$ cat src/rtf_pkg.sv
package rtf_pkg;
	localparam logic [7:0] START_DELIM = 8'h7E;
	localparam logic [7:0] TYPE_TX_REQ = 8'h10;
	localparam logic [7:0] TYPE_EXPLICIT_REQ = 8'h11;
	localparam logic [7:0] TYPE_TX_STATUS = 8'h89;
	localparam logic [7:0] TYPE_EXT_TX_STATUS = 8'h8B;
	localparam logic [7:0] CSUM_BASE = 8'hFF;
	localparam logic [7:0] OPT_NO_ACK = 8'h01;
	localparam logic [7:0] OPT_ALL_PAN = 8'h02;
	localparam logic [7:0] OPT_SECURE = 8'h10;
	localparam logic [15:0] SECURE_SHRINK = 16'h0004;
	localparam logic [63:0] BCAST_ADDR64 = 64'h0000_0000_0000_FFFF;
	localparam logic [15:0] UNKNOWN_ADDR16 = 16'hFFFE;
	// header byte counts after the frame type (id, addr64, addr16, radius, options)
	localparam logic [15:0] HDR_PLAIN = 16'h000D;
	localparam logic [15:0] HDR_EXPLICIT = 16'h0013;
	localparam logic [7:0] OPT_RESET = 8'h00;
	localparam logic [15:0] MAXPAY_RESET = 16'h0064;
	localparam int FIFO_WIDTH = 9;
	localparam int FIFO_DEPTH = 16;

	typedef enum logic [3:0] {
		RTF_IDLE = 4'h0,
		RTF_LEN_HI = 4'h1,
		RTF_LEN_LO = 4'h2,
		RTF_TYPE = 4'h3,
		RTF_HDR = 4'h4,
		RTF_PAY = 4'h5,
		RTF_CSUM = 4'h6,
		RTF_SKIP = 4'h7
	} rtf_state_t;

	typedef struct packed {
		logic [7:0] frame_id;
		logic [63:0] addr64;
		logic [15:0] addr16;
		logic [7:0] radius;
		logic [7:0] src_ep;
		logic [7:0] dst_ep;
		logic [15:0] cluster;
		logic [15:0] profile;
		logic explicit;
		logic no_ack;
		logic no_retry;
		logic all_pan;
		logic secure;
		logic broadcast;
	} rtf_desc_t;
endpackage : rtf_pkg
$ cat src/rtf_fifo.sv
`timescale 1ns/1ps
`default_nettype none
module rtf_fifo #(
	parameter int WIDTH = 9,
	parameter int DEPTH = 16
) (
	input wire logic clk_sys,
	input wire logic rst,
	input wire logic in_valid,
	output logic in_ready,
	input wire logic [WIDTH-1:0] in_data,
	output logic out_valid,
	input wire logic out_ready,
	output logic [WIDTH-1:0] out_data
);
	localparam int AW = $clog2(DEPTH);
	logic [WIDTH-1:0] mem_reg [DEPTH];
	logic [AW-1:0] wp_reg;
	logic [AW-1:0] rp_reg;
	logic [AW:0] cnt_reg;
	wire push = in_valid && in_ready;
	wire pop = out_valid && out_ready;
	assign in_ready = (cnt_reg != DEPTH[AW:0]);
	assign out_valid = (cnt_reg != '0);
	assign out_data = mem_reg[rp_reg];
	always_ff @(posedge clk_sys) begin
		if (push) mem_reg[wp_reg] <= in_data;
	end
	always_ff @(posedge clk_sys) begin
		if (rst) begin
			wp_reg <= '0;
			rp_reg <= '0;
			cnt_reg <= '0;
		end else begin
			if (push) wp_reg <= wp_reg + 1'b1;
			if (pop) rp_reg <= rp_reg + 1'b1;
			if (push && !pop) cnt_reg <= cnt_reg + 1'b1;
			else if (pop && !push) cnt_reg <= cnt_reg - 1'b1;
		end
	end
endmodule : rtf_fifo
`default_nettype wire

$ cat src/rtf_framer.sv
// What this block does
// option bit 0 sends unicasts without acknowledgment
// option bit 1 addresses all networks
// host keeps reserved option bits zero
// option bit 4 encrypts; max payload minus four
// zero options byte uses stored defaults
// frame id zero suppresses status frame
// nonzero id returns status 0x89, same id
// broadcast address sends to neighbours
// 64-bit addressing uses 16-bit unknown value
// host fills full 64-bit destination
// option bit 0 also disables retries
// accept type 0x11, answer with 0x8B
// explicit request adds endpoints, cluster, profile
// host respects maximum payload count
// short addressing fills 64-bit field ones
// checksum is 0xFF minus byte sum
// length counts bytes between length, checksum
// bad checksum or length drops frame
//
// Design decisions made here: the strobed register port and the register addresses.
`timescale 1ns/1ps
`default_nettype none
module rtf_framer (
	input wire logic clk_sys,
	input wire logic rst,
	// host serial byte stream, already in this clock domain
	input wire logic rx_valid,
	input wire logic [7:0] rx_byte,
	// register port
	input wire logic [3:0] reg_addr,
	input wire logic [15:0] reg_wdata,
	input wire logic reg_wr,
	input wire logic reg_rd,
	output logic [15:0] reg_rdata,
	// packet to radio: descriptor then payload bytes (bit 8 marks last)
	output logic desc_valid,
	output rtf_pkg::rtf_desc_t desc,
	output logic pay_valid,
	input wire logic pay_ready,
	output logic [8:0] pay_data,
	// radio result
	input wire logic tx_done,
	input wire logic tx_ok,
	// status frame request and receive stall to host side
	output logic status_valid,
	output logic [7:0] status_type,
	output logic [7:0] status_id,
	output logic status_ok,
	output logic rx_stall
);
	// ---------------------------------------------
	// registers
	// ---------------------------------------------
	localparam logic [3:0] ADDR_DEFOPT = 4'h0;
	localparam logic [3:0] ADDR_MAXPAY = 4'h1;
	localparam logic [3:0] ADDR_STAT = 4'h2;
	logic [7:0] defopt_reg;
	logic [15:0] maxpay_reg;
	logic [15:0] drops_reg;
	logic [15:0] sent_reg;
	logic [15:0] rdata_reg;
	wire [15:0] rd_mux = (reg_addr == ADDR_DEFOPT) ? {8'h00, defopt_reg} :
		(reg_addr == ADDR_MAXPAY) ? maxpay_reg :
		(reg_addr == ADDR_STAT) ? {drops_reg[7:0], sent_reg[7:0]} : 16'h0000;
	always_ff @(posedge clk_sys) begin
		if (rst) begin
			defopt_reg <= rtf_pkg::OPT_RESET;
			maxpay_reg <= rtf_pkg::MAXPAY_RESET;
			rdata_reg <= 16'h0000;
		end else begin
			if (reg_wr && reg_addr == ADDR_DEFOPT) defopt_reg <= reg_wdata[7:0];
			if (reg_wr && reg_addr == ADDR_MAXPAY) maxpay_reg <= reg_wdata;
			rdata_reg <= reg_rd ? rd_mux : 16'h0000;
		end
	end
	assign reg_rdata = rdata_reg;

	// ---------------------------------------------
	// frame parser
	// ---------------------------------------------
	rtf_pkg::rtf_state_t st_reg;
	logic [15:0] len_reg;
	logic [15:0] cnt_reg;
	logic [7:0] sum_reg;
	logic [7:0] type_reg;
	logic [4:0] hidx_reg;
	logic [7:0] hdr_reg [20];
	logic bad_reg;

	wire take = rx_valid && !rx_stall;
	wire explicit_w = (type_reg == rtf_pkg::TYPE_EXPLICIT_REQ);
	wire [15:0] hdr_len = explicit_w ? rtf_pkg::HDR_EXPLICIT : rtf_pkg::HDR_PLAIN;
	wire [4:0] last_hidx = hdr_len[4:0] - 5'd1;
	wire [7:0] sum_next = sum_reg + rx_byte;
	wire type_ok = (rx_byte == rtf_pkg::TYPE_TX_REQ) || (rx_byte == rtf_pkg::TYPE_EXPLICIT_REQ);
	wire [7:0] raw_opt = hdr_reg[last_hidx];
	wire [7:0] eff_opt = (raw_opt == 8'h00) ? defopt_reg : raw_opt;
	wire [15:0] pay_cnt = len_reg - 16'd1 - hdr_len;
	wire [15:0] pay_max = (eff_opt & rtf_pkg::OPT_SECURE) != 8'h00 ?
		maxpay_reg - rtf_pkg::SECURE_SHRINK : maxpay_reg;
	wire csum_good = ((rtf_pkg::CSUM_BASE - sum_reg) == rx_byte);
	wire len_short = (len_reg < hdr_len + 16'd1);

	function automatic logic [15:0] be16(input logic [7:0] hi, input logic [7:0] lo);
		be16 = {hi, lo};
	endfunction

	// payload goes through the fifo but is committed only after a good checksum;
	// a bad frame sets drop_pend_reg so the drain side discards its fifo words
	logic fin_valid;
	logic fin_ready;
	logic [8:0] fin_data;
	logic fifo_ovf_reg;
	assign fin_valid = take && st_reg == rtf_pkg::RTF_PAY && !fifo_ovf_reg;
	assign fin_data = {1'b0, rx_byte};
	// holding the link while the fifo is full is the back-pressure path;
	// a frame larger than the fifo can never commit, so it is dropped instead
	assign rx_stall = (st_reg == rtf_pkg::RTF_PAY) && !fin_ready && !fifo_ovf_reg;

	always_ff @(posedge clk_sys) begin
		if (rst) begin
			st_reg <= rtf_pkg::RTF_IDLE;
			len_reg <= 16'h0000;
			cnt_reg <= 16'h0000;
			sum_reg <= 8'h00;
			type_reg <= 8'h00;
			hidx_reg <= 5'd0;
			bad_reg <= 1'b0;
		end else if (take) begin
			case (st_reg)
				rtf_pkg::RTF_IDLE: begin
					if (rx_byte == rtf_pkg::START_DELIM) st_reg <= rtf_pkg::RTF_LEN_HI;
				end
				rtf_pkg::RTF_LEN_HI: begin
					len_reg[15:8] <= rx_byte;
					st_reg <= rtf_pkg::RTF_LEN_LO;
				end
				rtf_pkg::RTF_LEN_LO: begin
					len_reg[7:0] <= rx_byte;
					cnt_reg <= 16'h0000;
					sum_reg <= 8'h00;
					st_reg <= rtf_pkg::RTF_TYPE;
				end
				rtf_pkg::RTF_TYPE: begin
					type_reg <= rx_byte;
					sum_reg <= sum_next;
					cnt_reg <= 16'd1;
					hidx_reg <= 5'd0;
					bad_reg <= !type_ok;
					st_reg <= type_ok ? rtf_pkg::RTF_HDR : rtf_pkg::RTF_SKIP;
				end
				rtf_pkg::RTF_HDR: begin
					sum_reg <= sum_next;
					cnt_reg <= cnt_reg + 16'd1;
					hidx_reg <= hidx_reg + 5'd1;
					if (len_short) bad_reg <= 1'b1;
					if (hidx_reg == last_hidx)
						st_reg <= (cnt_reg + 16'd1 == len_reg) ? rtf_pkg::RTF_CSUM : rtf_pkg::RTF_PAY;
				end
				rtf_pkg::RTF_PAY: begin
					sum_reg <= sum_next;
					cnt_reg <= cnt_reg + 16'd1;
					if (cnt_reg + 16'd1 == len_reg) st_reg <= rtf_pkg::RTF_CSUM;
				end
				rtf_pkg::RTF_SKIP: begin
					cnt_reg <= cnt_reg + 16'd1;
					if (cnt_reg + 16'd1 >= len_reg) st_reg <= rtf_pkg::RTF_CSUM;
				end
				rtf_pkg::RTF_CSUM: st_reg <= rtf_pkg::RTF_IDLE;
				default: st_reg <= rtf_pkg::RTF_IDLE;
			endcase
		end
	end

	always_ff @(posedge clk_sys) begin
		if (take && st_reg == rtf_pkg::RTF_HDR) hdr_reg[hidx_reg] <= rx_byte;
	end

	// ---------------------------------------------
	// commit on checksum byte
	// ---------------------------------------------
	wire at_csum = take && st_reg == rtf_pkg::RTF_CSUM;
	wire frame_good = at_csum && csum_good && !bad_reg && !len_short &&
		(pay_cnt <= pay_max) && !fifo_ovf_reg;
	wire frame_bad = at_csum && !frame_good;
	logic [15:0] commit_cnt_reg;
	logic drop_pend_reg;
	logic [15:0] drop_cnt_reg;

	always_ff @(posedge clk_sys) begin
		if (rst) fifo_ovf_reg <= 1'b0;
		else if (st_reg == rtf_pkg::RTF_IDLE) fifo_ovf_reg <= 1'b0;
		else if (st_reg == rtf_pkg::RTF_PAY && rx_valid && !fin_ready &&
			commit_cnt_reg == 16'h0000 && !drop_pend_reg) fifo_ovf_reg <= 1'b1;
	end

	rtf_pkg::rtf_desc_t desc_reg;
	logic desc_valid_reg;
	wire [7:0] o = explicit_w ? 8'd6 : 8'd0;
	wire [63:0] a64 = {hdr_reg[1], hdr_reg[2], hdr_reg[3], hdr_reg[4],
		hdr_reg[5], hdr_reg[6], hdr_reg[7], hdr_reg[8]};
	rtf_pkg::rtf_desc_t desc_next;
	always_comb begin
		desc_next = '0;
		desc_next.frame_id = hdr_reg[0];
		desc_next.addr64 = a64;
		desc_next.addr16 = be16(hdr_reg[9], hdr_reg[10]);
		desc_next.explicit = explicit_w;
		desc_next.src_ep = explicit_w ? hdr_reg[11] : 8'h00;
		desc_next.dst_ep = explicit_w ? hdr_reg[12] : 8'h00;
		desc_next.cluster = explicit_w ? be16(hdr_reg[13], hdr_reg[14]) : 16'h0000;
		desc_next.profile = explicit_w ? be16(hdr_reg[15], hdr_reg[16]) : 16'h0000;
		desc_next.radius = hdr_reg[5'd11 + o[4:0]];
		desc_next.broadcast = (a64 == rtf_pkg::BCAST_ADDR64);
		desc_next.no_ack = (eff_opt & rtf_pkg::OPT_NO_ACK) != 8'h00;
		desc_next.no_retry = (eff_opt & rtf_pkg::OPT_NO_ACK) != 8'h00;
		desc_next.all_pan = (eff_opt & rtf_pkg::OPT_ALL_PAN) != 8'h00;
		desc_next.secure = (eff_opt & rtf_pkg::OPT_SECURE) != 8'h00;
	end

	always_ff @(posedge clk_sys) begin
		if (rst) begin
			desc_reg <= '0;
			desc_valid_reg <= 1'b0;
			sent_reg <= 16'h0000;
			drops_reg <= 16'h0000;
		end else begin
			desc_valid_reg <= frame_good;
			if (frame_good) begin
				desc_reg <= desc_next;
				sent_reg <= sent_reg + 16'd1;
			end
			if (frame_bad) drops_reg <= drops_reg + 16'd1;
		end
	end
	assign desc_valid = desc_valid_reg;
	assign desc = desc_reg;

	// fifo drain: payload of good frames forwarded, of bad frames discarded
	logic fout_valid;
	logic [8:0] fout_data;
	logic fout_ready;
	logic [15:0] fwd_cnt_reg;
	always_ff @(posedge clk_sys) begin
		if (rst) begin
			commit_cnt_reg <= 16'h0000;
			drop_pend_reg <= 1'b0;
			drop_cnt_reg <= 16'h0000;
		end else begin
			if (frame_good) commit_cnt_reg <= pay_cnt;
			else if (fout_valid && fout_ready && !drop_pend_reg && commit_cnt_reg != 16'h0000)
				commit_cnt_reg <= commit_cnt_reg - 16'd1;
			if (frame_bad && st_reg == rtf_pkg::RTF_CSUM) begin
				drop_pend_reg <= 1'b1;
				drop_cnt_reg <= cnt_reg - 16'd1 - hdr_len;
			end else if (drop_pend_reg && (drop_cnt_reg == 16'h0000 || bad_reg || !fout_valid)) begin
				drop_pend_reg <= 1'b0;
			end else if (drop_pend_reg && fout_valid) begin
				drop_cnt_reg <= drop_cnt_reg - 16'd1;
			end
		end
	end
	assign fwd_cnt_reg = commit_cnt_reg;
	assign fout_ready = drop_pend_reg || (commit_cnt_reg != 16'h0000 && pay_ready);

	logic pay_valid_reg;
	logic [8:0] pay_data_reg;
	always_ff @(posedge clk_sys) begin
		if (rst) begin
			pay_valid_reg <= 1'b0;
			pay_data_reg <= 9'h000;
		end else begin
			pay_valid_reg <= fout_valid && !drop_pend_reg && commit_cnt_reg != 16'h0000 && pay_ready;
			pay_data_reg <= {commit_cnt_reg == 16'd1, fout_data[7:0]};
		end
	end
	assign pay_valid = pay_valid_reg;
	assign pay_data = pay_data_reg;

	rtf_fifo #(.WIDTH(rtf_pkg::FIFO_WIDTH), .DEPTH(rtf_pkg::FIFO_DEPTH)) u_fifo (
		.clk_sys(clk_sys),
		.rst(rst),
		.in_valid(fin_valid),
		.in_ready(fin_ready),
		.in_data(fin_data),
		.out_valid(fout_valid),
		.out_ready(fout_ready),
		.out_data(fout_data)
	);

	// ---------------------------------------------
	// status answer
	// ---------------------------------------------
	logic [7:0] pend_id_reg;
	logic pend_exp_reg;
	logic st_valid_reg;
	logic [7:0] st_type_reg;
	logic [7:0] st_id_reg;
	logic st_ok_reg;
	always_ff @(posedge clk_sys) begin
		if (rst) begin
			pend_id_reg <= 8'h00;
			pend_exp_reg <= 1'b0;
			st_valid_reg <= 1'b0;
			st_type_reg <= 8'h00;
			st_id_reg <= 8'h00;
			st_ok_reg <= 1'b0;
		end else begin
			if (desc_valid_reg) begin
				pend_id_reg <= desc_reg.frame_id;
				pend_exp_reg <= desc_reg.explicit;
			end
			st_valid_reg <= tx_done && pend_id_reg != 8'h00;
			if (tx_done) begin
				st_type_reg <= pend_exp_reg ? rtf_pkg::TYPE_EXT_TX_STATUS : rtf_pkg::TYPE_TX_STATUS;
				st_id_reg <= pend_id_reg;
				st_ok_reg <= tx_ok;
			end
		end
	end
	assign status_valid = st_valid_reg;
	assign status_type = st_type_reg;
	assign status_id = st_id_reg;
	assign status_ok = st_ok_reg;

	// ---------------------------------------------
	// checks
	// ---------------------------------------------
	AST_ZERO_ID_SILENT: assert property (@(posedge clk_sys) disable iff (rst)
		tx_done && pend_id_reg == 8'h00 |=> !status_valid)
		else $error("status emitted for zero frame id");
	AST_ID_ECHO: assert property (@(posedge clk_sys) disable iff (rst)
		tx_done && pend_id_reg != 8'h00 |=> status_valid && status_id == $past(pend_id_reg))
		else $error("status id mismatch");
	AST_EXT_TYPE: assert property (@(posedge clk_sys) disable iff (rst)
		tx_done && pend_exp_reg && pend_id_reg != 8'h00 |=> status_type == 8'h8B)
		else $error("explicit request not answered with extended status");
	AST_BAD_DROP: assert property (@(posedge clk_sys) disable iff (rst)
		at_csum && !csum_good |=> !desc_valid)
		else $error("bad checksum frame was sent");
	AST_DEFAULT_OPT: assert property (@(posedge clk_sys) disable iff (rst)
		frame_good && raw_opt == 8'h00 |=> desc.no_ack == defopt_reg[0])
		else $error("default options not applied");
	AST_NOACK_RETRY: assert property (@(posedge clk_sys) disable iff (rst)
		desc_valid |-> desc.no_ack == desc.no_retry)
		else $error("ack and retry disagree");
	AST_GOOD_SEND: assert property (@(posedge clk_sys) disable iff (rst)
		frame_good |=> desc_valid ##1 !desc_valid)
		else $error("good frame not forwarded once");
	AST_BCAST: assert property (@(posedge clk_sys) disable iff (rst)
		desc_valid |-> desc.broadcast == (desc.addr64 == 64'h0000_0000_0000_FFFF))
		else $error("broadcast flag wrong");
endmodule : rtf_framer
`default_nettype wire

$ cat config.mk
export PLATFORM = sky130hd
export DESIGN_NAME = rtf_framer
export DESIGN_NICKNAME = d
export VERILOG_FILES = /design/src/rtf_pkg.sv /design/src/rtf_fifo.sv /design/src/rtf_framer.sv
export SDC_FILE = /design/constraint.sdc
export NUM_CORES = 1
export LEC_CHECK = 0
export BUFFER_PORTS_ARGS = -buffer_cell sky130_fd_sc_hd__buf_2
export CAP_MARGIN = 20
export CORE_UTILIZATION = 61
export DETAILED_ROUTE_END_ITERATION = 10
export HOLD_SLACK_MARGIN = 0.05
export PLACE_DENSITY = 0.86
export SLEW_MARGIN = 20
export SYNTH_ARGS = -nofsm -noshare
export SYNTH_HDL_FRONTEND = slang
export SYNTH_SLANG_ARGS = --single-unit
$ cat constraint.sdc
create_clock -name clk_sys -period 14.7 [get_ports clk_sys]
set_input_delay 2.94 -clock clk_sys [delete_from_list [all_inputs] [get_ports clk_sys]]
set_output_delay 2.94 -clock clk_sys [all_outputs]
set_load 0.01 [all_outputs]
==> run_results.csv, run 1 <==
group,metric,value,unit
run_status,status,"complete, no violations",
routing,drtPass1Iterations,5,
clock_tree,cts.sinks,621,
hold_path,hold_path_class,"register to register",
die,fp.dieW,208,um
global_routing,grt_pass1_wl,103,mm
hold_path,min-delay-start,"desc[109]$_SDFFE_PP0P_",
routing,detail_route.vias_per_cell,6.15,
timing,setup_tns,0,ps
critical_path,path_max_fanout,79,
final_layout,largest_reg_flops,152,
place,dpl-instance-area,27100,um^2
timing,finalCritPeriodShare,47.4,%
synthesis,ys_warn_count,0,
routing,drc_errors,0,
critical_path,critical_path.cell_chain,"or4b_1 -> nor2_4 -> clkinv_1 -> mux2i_1 -> a21bo_2 -> nor4b_1 -> nand4_1 -> xor2_1 -> ha_1 -> nand4_1 -> nor4_1 -> nor3_1 -> o31ai_1 -> buf_4 -> and4_4 -> buf_4 -> buf_16 -> nand2_1 -> a21oi_1",
timing,fmax,143,MHz
timing,hold-worst-slack,452,ps
final_layout,antennaDiodeCount,0,
routing,routed_wl,65.9,mm
clock_tree,postCtsSetupRepairBufs,0,
final_layout,final_nets,2672,
critical_path,path_class,"register to register",
routing,drt_iter0_drc,2120,
global_routing,overflow,0,
die,core_area,41200,um^2
routing,wl_per_cell,20.9,um
clock_tree,cts_hold_buf,0,
synthesis,ys_seq_area_share,59.1,%
clock_tree,clk_pin_slew_worst_paths,70,ps
global_routing,grt_usage,30.2,%
synthesis,netlist_area,25800,um^2
synthesis,syn_avg_cell_area,10.7,um^2
global_routing,grt_antenna_before_repair,0,
clock_tree,numCtsBuffers,58,
power,p_leak,10.6,nW
place,portBuffers,227,
timing,finalHoldViolations,0,
routing,via_count,19384,
final_layout,fin_util,70.5,%
timing,skew,17.8,ps
global_routing,grt_max_degree,117,
critical_path,rrSetupSlack,7730,ps
global_routing,grt_pass1_vias,18815,
synthesis,yosysUniqueCellTypes,76,
critical_path,critPathRequiredTime,15240,ps
final_layout,syn_to_final_growth,12.8,%
critical_path,slowest_stage,"nor4b_1",
place,dp_hpwl,42.1,mm
clock_tree,clk_path_buf_depth,3,
die,die-height,208,um
place,gp_congestion,0.931,
critical_path,reg2reg_to,"desc[132]$_SDFFE_PP0P_",
clock_tree,h-tree-depth,2,
final_layout,final_cells,3151,
place,dp_cells,3040,
critical_path,arrival,7510,ps
critical_path,regToRegStartpoint,"type_reg[3]$_SDFFE_PP0P_",
synthesis,yosys_most_used_dff,"dfxtp_1",
timing,layout_min_cycle_time,6970,ps
final_layout,drive_above_1_share,15.7,%
critical_path,crit_start,"type_reg[3]$_SDFFE_PP0P_",
timing,slew_viol_final,0,
die,start_util,62.5,%
routing,ant_nets,0,
power,powerDensity,115,nW/um^2
timing,rsz0062_at_grt,"no",
clock_tree,clk-insertion-delay-late,630,ps
clock_tree,tritoncts,"yes",
job,cap_violations,0,
synthesis,async_reset_ff_share,0,%
critical_path,critPathCaptureType,"register",
synthesis,ys_ff_latch,621,
die,num_rows,74,
timing,setup_violations,0,
clock_tree,root_buffer,"clkbuf_16",
critical_path,startpoint_type,"register",
synthesis,synthCells,2400,
die,dieArea,43100,um^2
final_layout,fin_area,29100,um^2
critical_path,r2r_cells,19,
synthesis,synth-edff-count,280,
critical_path,crit_end,"desc[132]$_SDFFE_PP0P_",
clock_tree,cts_resized,0,
power,vdd_drop_max,98.5,uV
timing,maxSlewHeadroom,23.3,%
die,pin_count,232,
critical_path,cpPeakStageDelay,850,ps
timing,tightestPinTransition,1150,ps
==> worst min path at each step <==
stage | endpoint | slack [ps] | cells past startpoint
final | desc[109]$_SDFFE_PP0P_ | 450 | 2
after CTS | desc[109]$_SDFFE_PP0P_ | 450 | 2
after global placement | desc[42]$_SDFFE_PP0P_ | 440 | 2
after detailed placement | desc[27]$_SDFFE_PP0P_ | 440 | 2
after global routing | desc[83]$_SDFFE_PP0P_ | 470 | 2
after floorplan | sum_reg[0]$_SDFFE_PP0P_ | 440 | 2
==> placed cells by master (no fill, tap or decap), types with 15 or more instances in the layout <==
master,instances
buf_2,226
nand2_1,423
mux2i_1,34
edfxtp_1,280
nand4_1,24
nand3_1,85
o21ai_0,37
clkbuf_16,59
inv_1,42
buf_4,22
nor4_1,33
or4_1,19
or3_1,17
mux4_2,40
a22oi_1,20
nand2b_1,17
clkinv_2,15
ha_1,65
a211oi_1,27
dfxtp_1,339
xor2_1,39
nor2_1,173
nand3b_1,15
xnor2_1,63
nor3_1,68
a21oi_1,246
==> critical path, delay by kind of cell, from the launching register on <==
kind                       cells  cell delay [ps]
muxes                          1              290
AOI/OAI and AO/OA              3              590
DFF                            1              320
and+or+nand+nor                9             3360
buffers and inverters          4             1700
adders and majority gates      1              330
xor gates and xnor gates       1              210
==> area by class of cell <==
| cell class | instances | area, um^2 |
|---|---|---|
| fillers | 2766 | 12200 |
| flip-flops and latches | 621 | 15200 |
| repair buffers | 250 | 1340 |
| clock inverters | 32 | 264 |
| inverters | 44 | 165 |
| clock buffers | 78 | 1610 |
| well taps | 532 | 666 |
| multi-input cells | 1594 | 9770 |
==> Yosys cell counts (all sizes together) (7+ instances only) <==
cell,number,share of area [%]
ha,65,3.2
edfxtp,280,33
inv,42,0.61
mux2i,34,1.3
nor3,70,1.4
or4,19,0.55
nand2,424,6.2
o21ai,37,0.72
a21oi,246,4.8
or3,17,0.41
and2,17,0.41
and3,9,0.22
nor4,34,0.85
dfxtp,341,26
mux4,40,3.5
a211oi,27,0.79
a22oi,20,0.58
o211ai,7,0.20
nand2b,17,0.41
nand3b,15,0.44
buf,48,1.0
xnor2,63,2.1
a21o,13,0.38
nand3,85,1.7
xor2,39,1.3
nand4,27,0.73
o31ai,11,0.32
nor2,174,2.6
nor2b,9,0.22
clkbuf,96,1.4
==> report_power, final <==
part           switching, mW  internal [mW]
sequential           0.00207           1.80
combinational         0.0498         0.0141
clock                  0.653          0.823
total                  0.705           2.64
==> per-stage QoR <==
| stage | power (mW) | setup slack, ps |
|---|---|---|
| after floorplan | 1.87 | 9170 |
| after CTS | 3.36 | 7590 |
| after global placement | 1.90 | 7360 |
| after detailed placement | 1.91 | 7150 |
| final | 3.35 | 7730 |
| after global routing | 3.43 | 7180 |
==> routing by layer <==
layer / up-vias / part of all wire (%) / routed length [um] / GRT usage [%]
met1: 9395 / 40 / 26300 / 39.9
met5: - / 0 / 0 / 0
li1: 8870 / - / - / -
met2: 966 / 48 / 31900 / 49.4
met4: 0 / 3.3 / 2160 / 12.3
met3: 153 / 8.3 / 5500 / 5.40
==> cells by family after synthesis <==
logic type	Yosys count	synth area share, %
AOI/OAI and AO/OA	399	9.14
buffers and inverters	188	3.05
DFF	621	59.1
adders and majority gates	68	3.35
and+or+nand+nor	947	17.0
xor gates and xnor gates	102	3.47
muxes	74	4.82
other	1	0.0146
(Power assumes the default switching activity.)
==> inputs of run 2 (changes only) <==
--- a/config.mk
+++ b/config.mk
@@ -7,10 +7,10 @@
 export LEC_CHECK = 0
 export BUFFER_PORTS_ARGS = -buffer_cell sky130_fd_sc_hd__buf_2
 export CAP_MARGIN = 20
-export CORE_UTILIZATION = 61
+export CORE_UTILIZATION = 53
 export DETAILED_ROUTE_END_ITERATION = 10
 export HOLD_SLACK_MARGIN = 0.05
-export PLACE_DENSITY = 0.86
+export PLACE_DENSITY = 0.8
 export SLEW_MARGIN = 20
 export SYNTH_ARGS = -nofsm -noshare
 export SYNTH_HDL_FRONTEND = slang
==> constraint.sdc (replaced) <==
create_clock -name clk_sys -period 5.75 [get_ports clk_sys]
set_input_delay 1.15 -clock clk_sys [delete_from_list [all_inputs] [get_ports clk_sys]]
set_output_delay 1.15 -clock clk_sys [all_outputs]
set_load 0.01 [all_outputs]
==> run 2 against run 1 <==
Net effect: utilization decreased by 8.9 points; wire length is 4.9% higher; hold slack worse by 2.1 ps; largest cell class unchanged; non-clock buffer count grew 10; global-route usage fell by 2.5 points; highest routed layer unchanged; via count increased by 1.1%; setup slack lost 7400 ps; power rose to 2.7 times the previous value; sequential share of layout area is 0.79 points lower; sequential power grew to 2.6 times the previous value.
==> run_results.csv, run 2 (same netlist as run 1, synthesis figures left out) <==
group,metric,value,unit
run_status,status,"complete, no violations",
global_routing,grt_usage,27.6,%
global_routing,grt_pass1_wl,107,mm
place,portBuffers,227,
clock_tree,tritoncts,"yes",
clock_tree,cts_resized,0,
critical_path,startpoint_type,"register",
global_routing,grt_max_degree,150,
global_routing,gr-usage-met3,5.03,%
clock_tree,postCtsSetupRepairBufs,0,
critical_path,cpPeakStageDelay,620,ps
clock_tree,cts_hold_buf,0,
timing,slew_viol_final,0,
global_routing,grt.met1_usage,37.6,%
routing,detail_route.vias_per_cell,6.04,
die,num_rows,80,
power,vdd_drop_max,239,uV
routing,drtPass1Iterations,8,
job,cap_violations,0,
die,die-height,222,um
power,powerDensity,301,nW/um^2
clock_tree,clk_pin_slew_worst_paths,70,ps
timing,finalCritPeriodShare,94.2,%
clock_tree,clk_path_buf_depth,3,
routing,drc_errors,0,
power,power,8.87,mW
critical_path,critPathCaptureType,"register",
timing,setup_violations,0,
routing,wl_per_cell,21.3,um
routing,via_count,19590,
routing,drt_iter0_drc,2296,
routing,ant_nets,0,
critical_path,worst-path-stages,21,
critical_path,path_class,"register to register",
timing,layout_setup_ws,332,ps
global_routing,grt.busiest_layer,"met2",
critical_path,crit_buf_inv,4,
final_layout,syn_to_final_growth,14.5,%
power,p_leak,10.7,nW
final_layout,antennaDiodeCount,0,
timing,tightestPinTransition,1090,ps
die,pin_count,232,
critical_path,slowest_stage,"or4b_1",
timing,layout_min_cycle_time,5420,ps
place,dp_hpwl,44.3,mm
hold_path,hold_path_class,"register to register",
hold_path,whs_path_depth,2,
timing,maxSlewHeadroom,27.2,%
timing,skew,47.7,ps
global_routing,grt_pass1_vias,18879,
global_routing,grtUsageMet2,44.7,%
timing,fmax,185,MHz
final_layout,drive_above_1_share,16.2,%
place,gp_congestion,0.901,
final_layout,final_nets,2682,
global_routing,overflow,0,
timing,setup_tns,0,ps
critical_path,r2r_cells,21,
place,dpl_worst_slack,177,ps
clock_tree,numCtsBuffers,58,
routing,routed_wl,69.2,mm
final_layout,mostFrequentLayoutCells,"423 x nand2_1, 339 x dfxtp_1, 280 x edfxtp_1",
die,core_area,47800,um^2
clock_tree,root_buffer,"clkbuf_16",
clock_tree,h-tree-depth,2,
critical_path,arrival,5980,ps
final_layout,largest_reg_flops,152,
clock_tree,cts.sinks,621,
global_routing,grt_antenna_before_repair,1,
die,dieArea,49500,um^2
die,fp.dieW,222,um
critical_path,path_delay_family,"simple AND/OR/NAND/NOR gates",
die,start_util,53.8,%
critical_path,path_max_fanout,32,
critical_path,cpMostUsedCell,"ha_1",
clock_tree,clk-insertion-delay-late,640,ps
final_layout,final_common_cell,"nand2_1",
timing,finalHoldViolations,0,
timing,hold-worst-slack,449,ps
critical_path,critical_path.cell_chain,"or4b_1 -> nor2_4 -> clkinv_1 -> buf_4 -> ha_1 -> ha_1 -> nor2_1 -> nor3_1 -> o221a_2 -> or3_1 -> xnor2_1 -> ha_1 -> a21oi_1 -> o21ai_0 -> a221oi_1 -> or2_2 -> and4_4 -> buf_12 -> buf_12 -> nand3_1 -> a21oi_1",
timing,rsz0062_at_grt,"no",
critical_path,critPathRequiredTime,6310,ps
==> run 2: cell types whose count changed in the layout (fill, tap and decap cells not counted), moves of 3 or more <==
cell       change
nor3_2         +3
clkbuf_16      +3
buf_12         +7
nor3_1         -3
clkinv_2       -7
buf_4          +3
bufinv_16      +4
==> run 2: power by group <==
part | switching (mW) | internal, mW | leakage, nW
Clock | 1.69 | 2.39 | 0.993
Combinational | 0.138 | 0.0370 | 4.46
Sequential | 0.00514 | 4.61 | 5.27
==> run 2: worst paths after layout <==
kind,start,to,slack [ps]
max,type_reg[3]$_SDFFE_PP0P_,desc[35]$_SDFFE_PP0P_,330
min,desc[90]$_SDFFE_PP0P_,desc[90]$_SDFFE_PP0P_,450
max reg2reg,type_reg[3]$_SDFFE_PP0P_,desc[35]$_SDFFE_PP0P_,330
min reg2reg,desc[90]$_SDFFE_PP0P_,desc[90]$_SDFFE_PP0P_,450
==> run 2: through the flow <==
stage / instances / cell area, um^2 / util [%]
6_report: 3244 / 29500 / 61.7
5_1_grt: 3244 / 29500 / 61.7
4_1_cts: 3244 / 29500 / 61.6
3_5_place_dp: 3134 / 27400 / 57.3
3_3_place_gp: 3133 / 27400 / 57.3
2_1_floorplan: 2403 / 25800 / -
==> run 2: layout make-up <==
cell class / instances / area (um^2)
clock buffers: 81 / 1700
repair buffers: 260 / 1480
clock inverters: 29 / 352
inverters: 44 / 165
multi-input cells: 1594 / 9790
well taps: 615 / 769
flip-flops and latches: 621 / 15200
fillers: 3650 / 18300
==> run 2: worst min-delay path, stage by stage (launching register included) <==
cell and delay (ps):
dfxtp_1 310, nand2_1 50, a21oi_1 50
==> run 2: routing by layer <==
layer	up-vias	part of all wire, %
met4	0	2.6
li1	8899	-
met3	160	9.6
met5	-	0
met1	9460	40
met2	1071	47
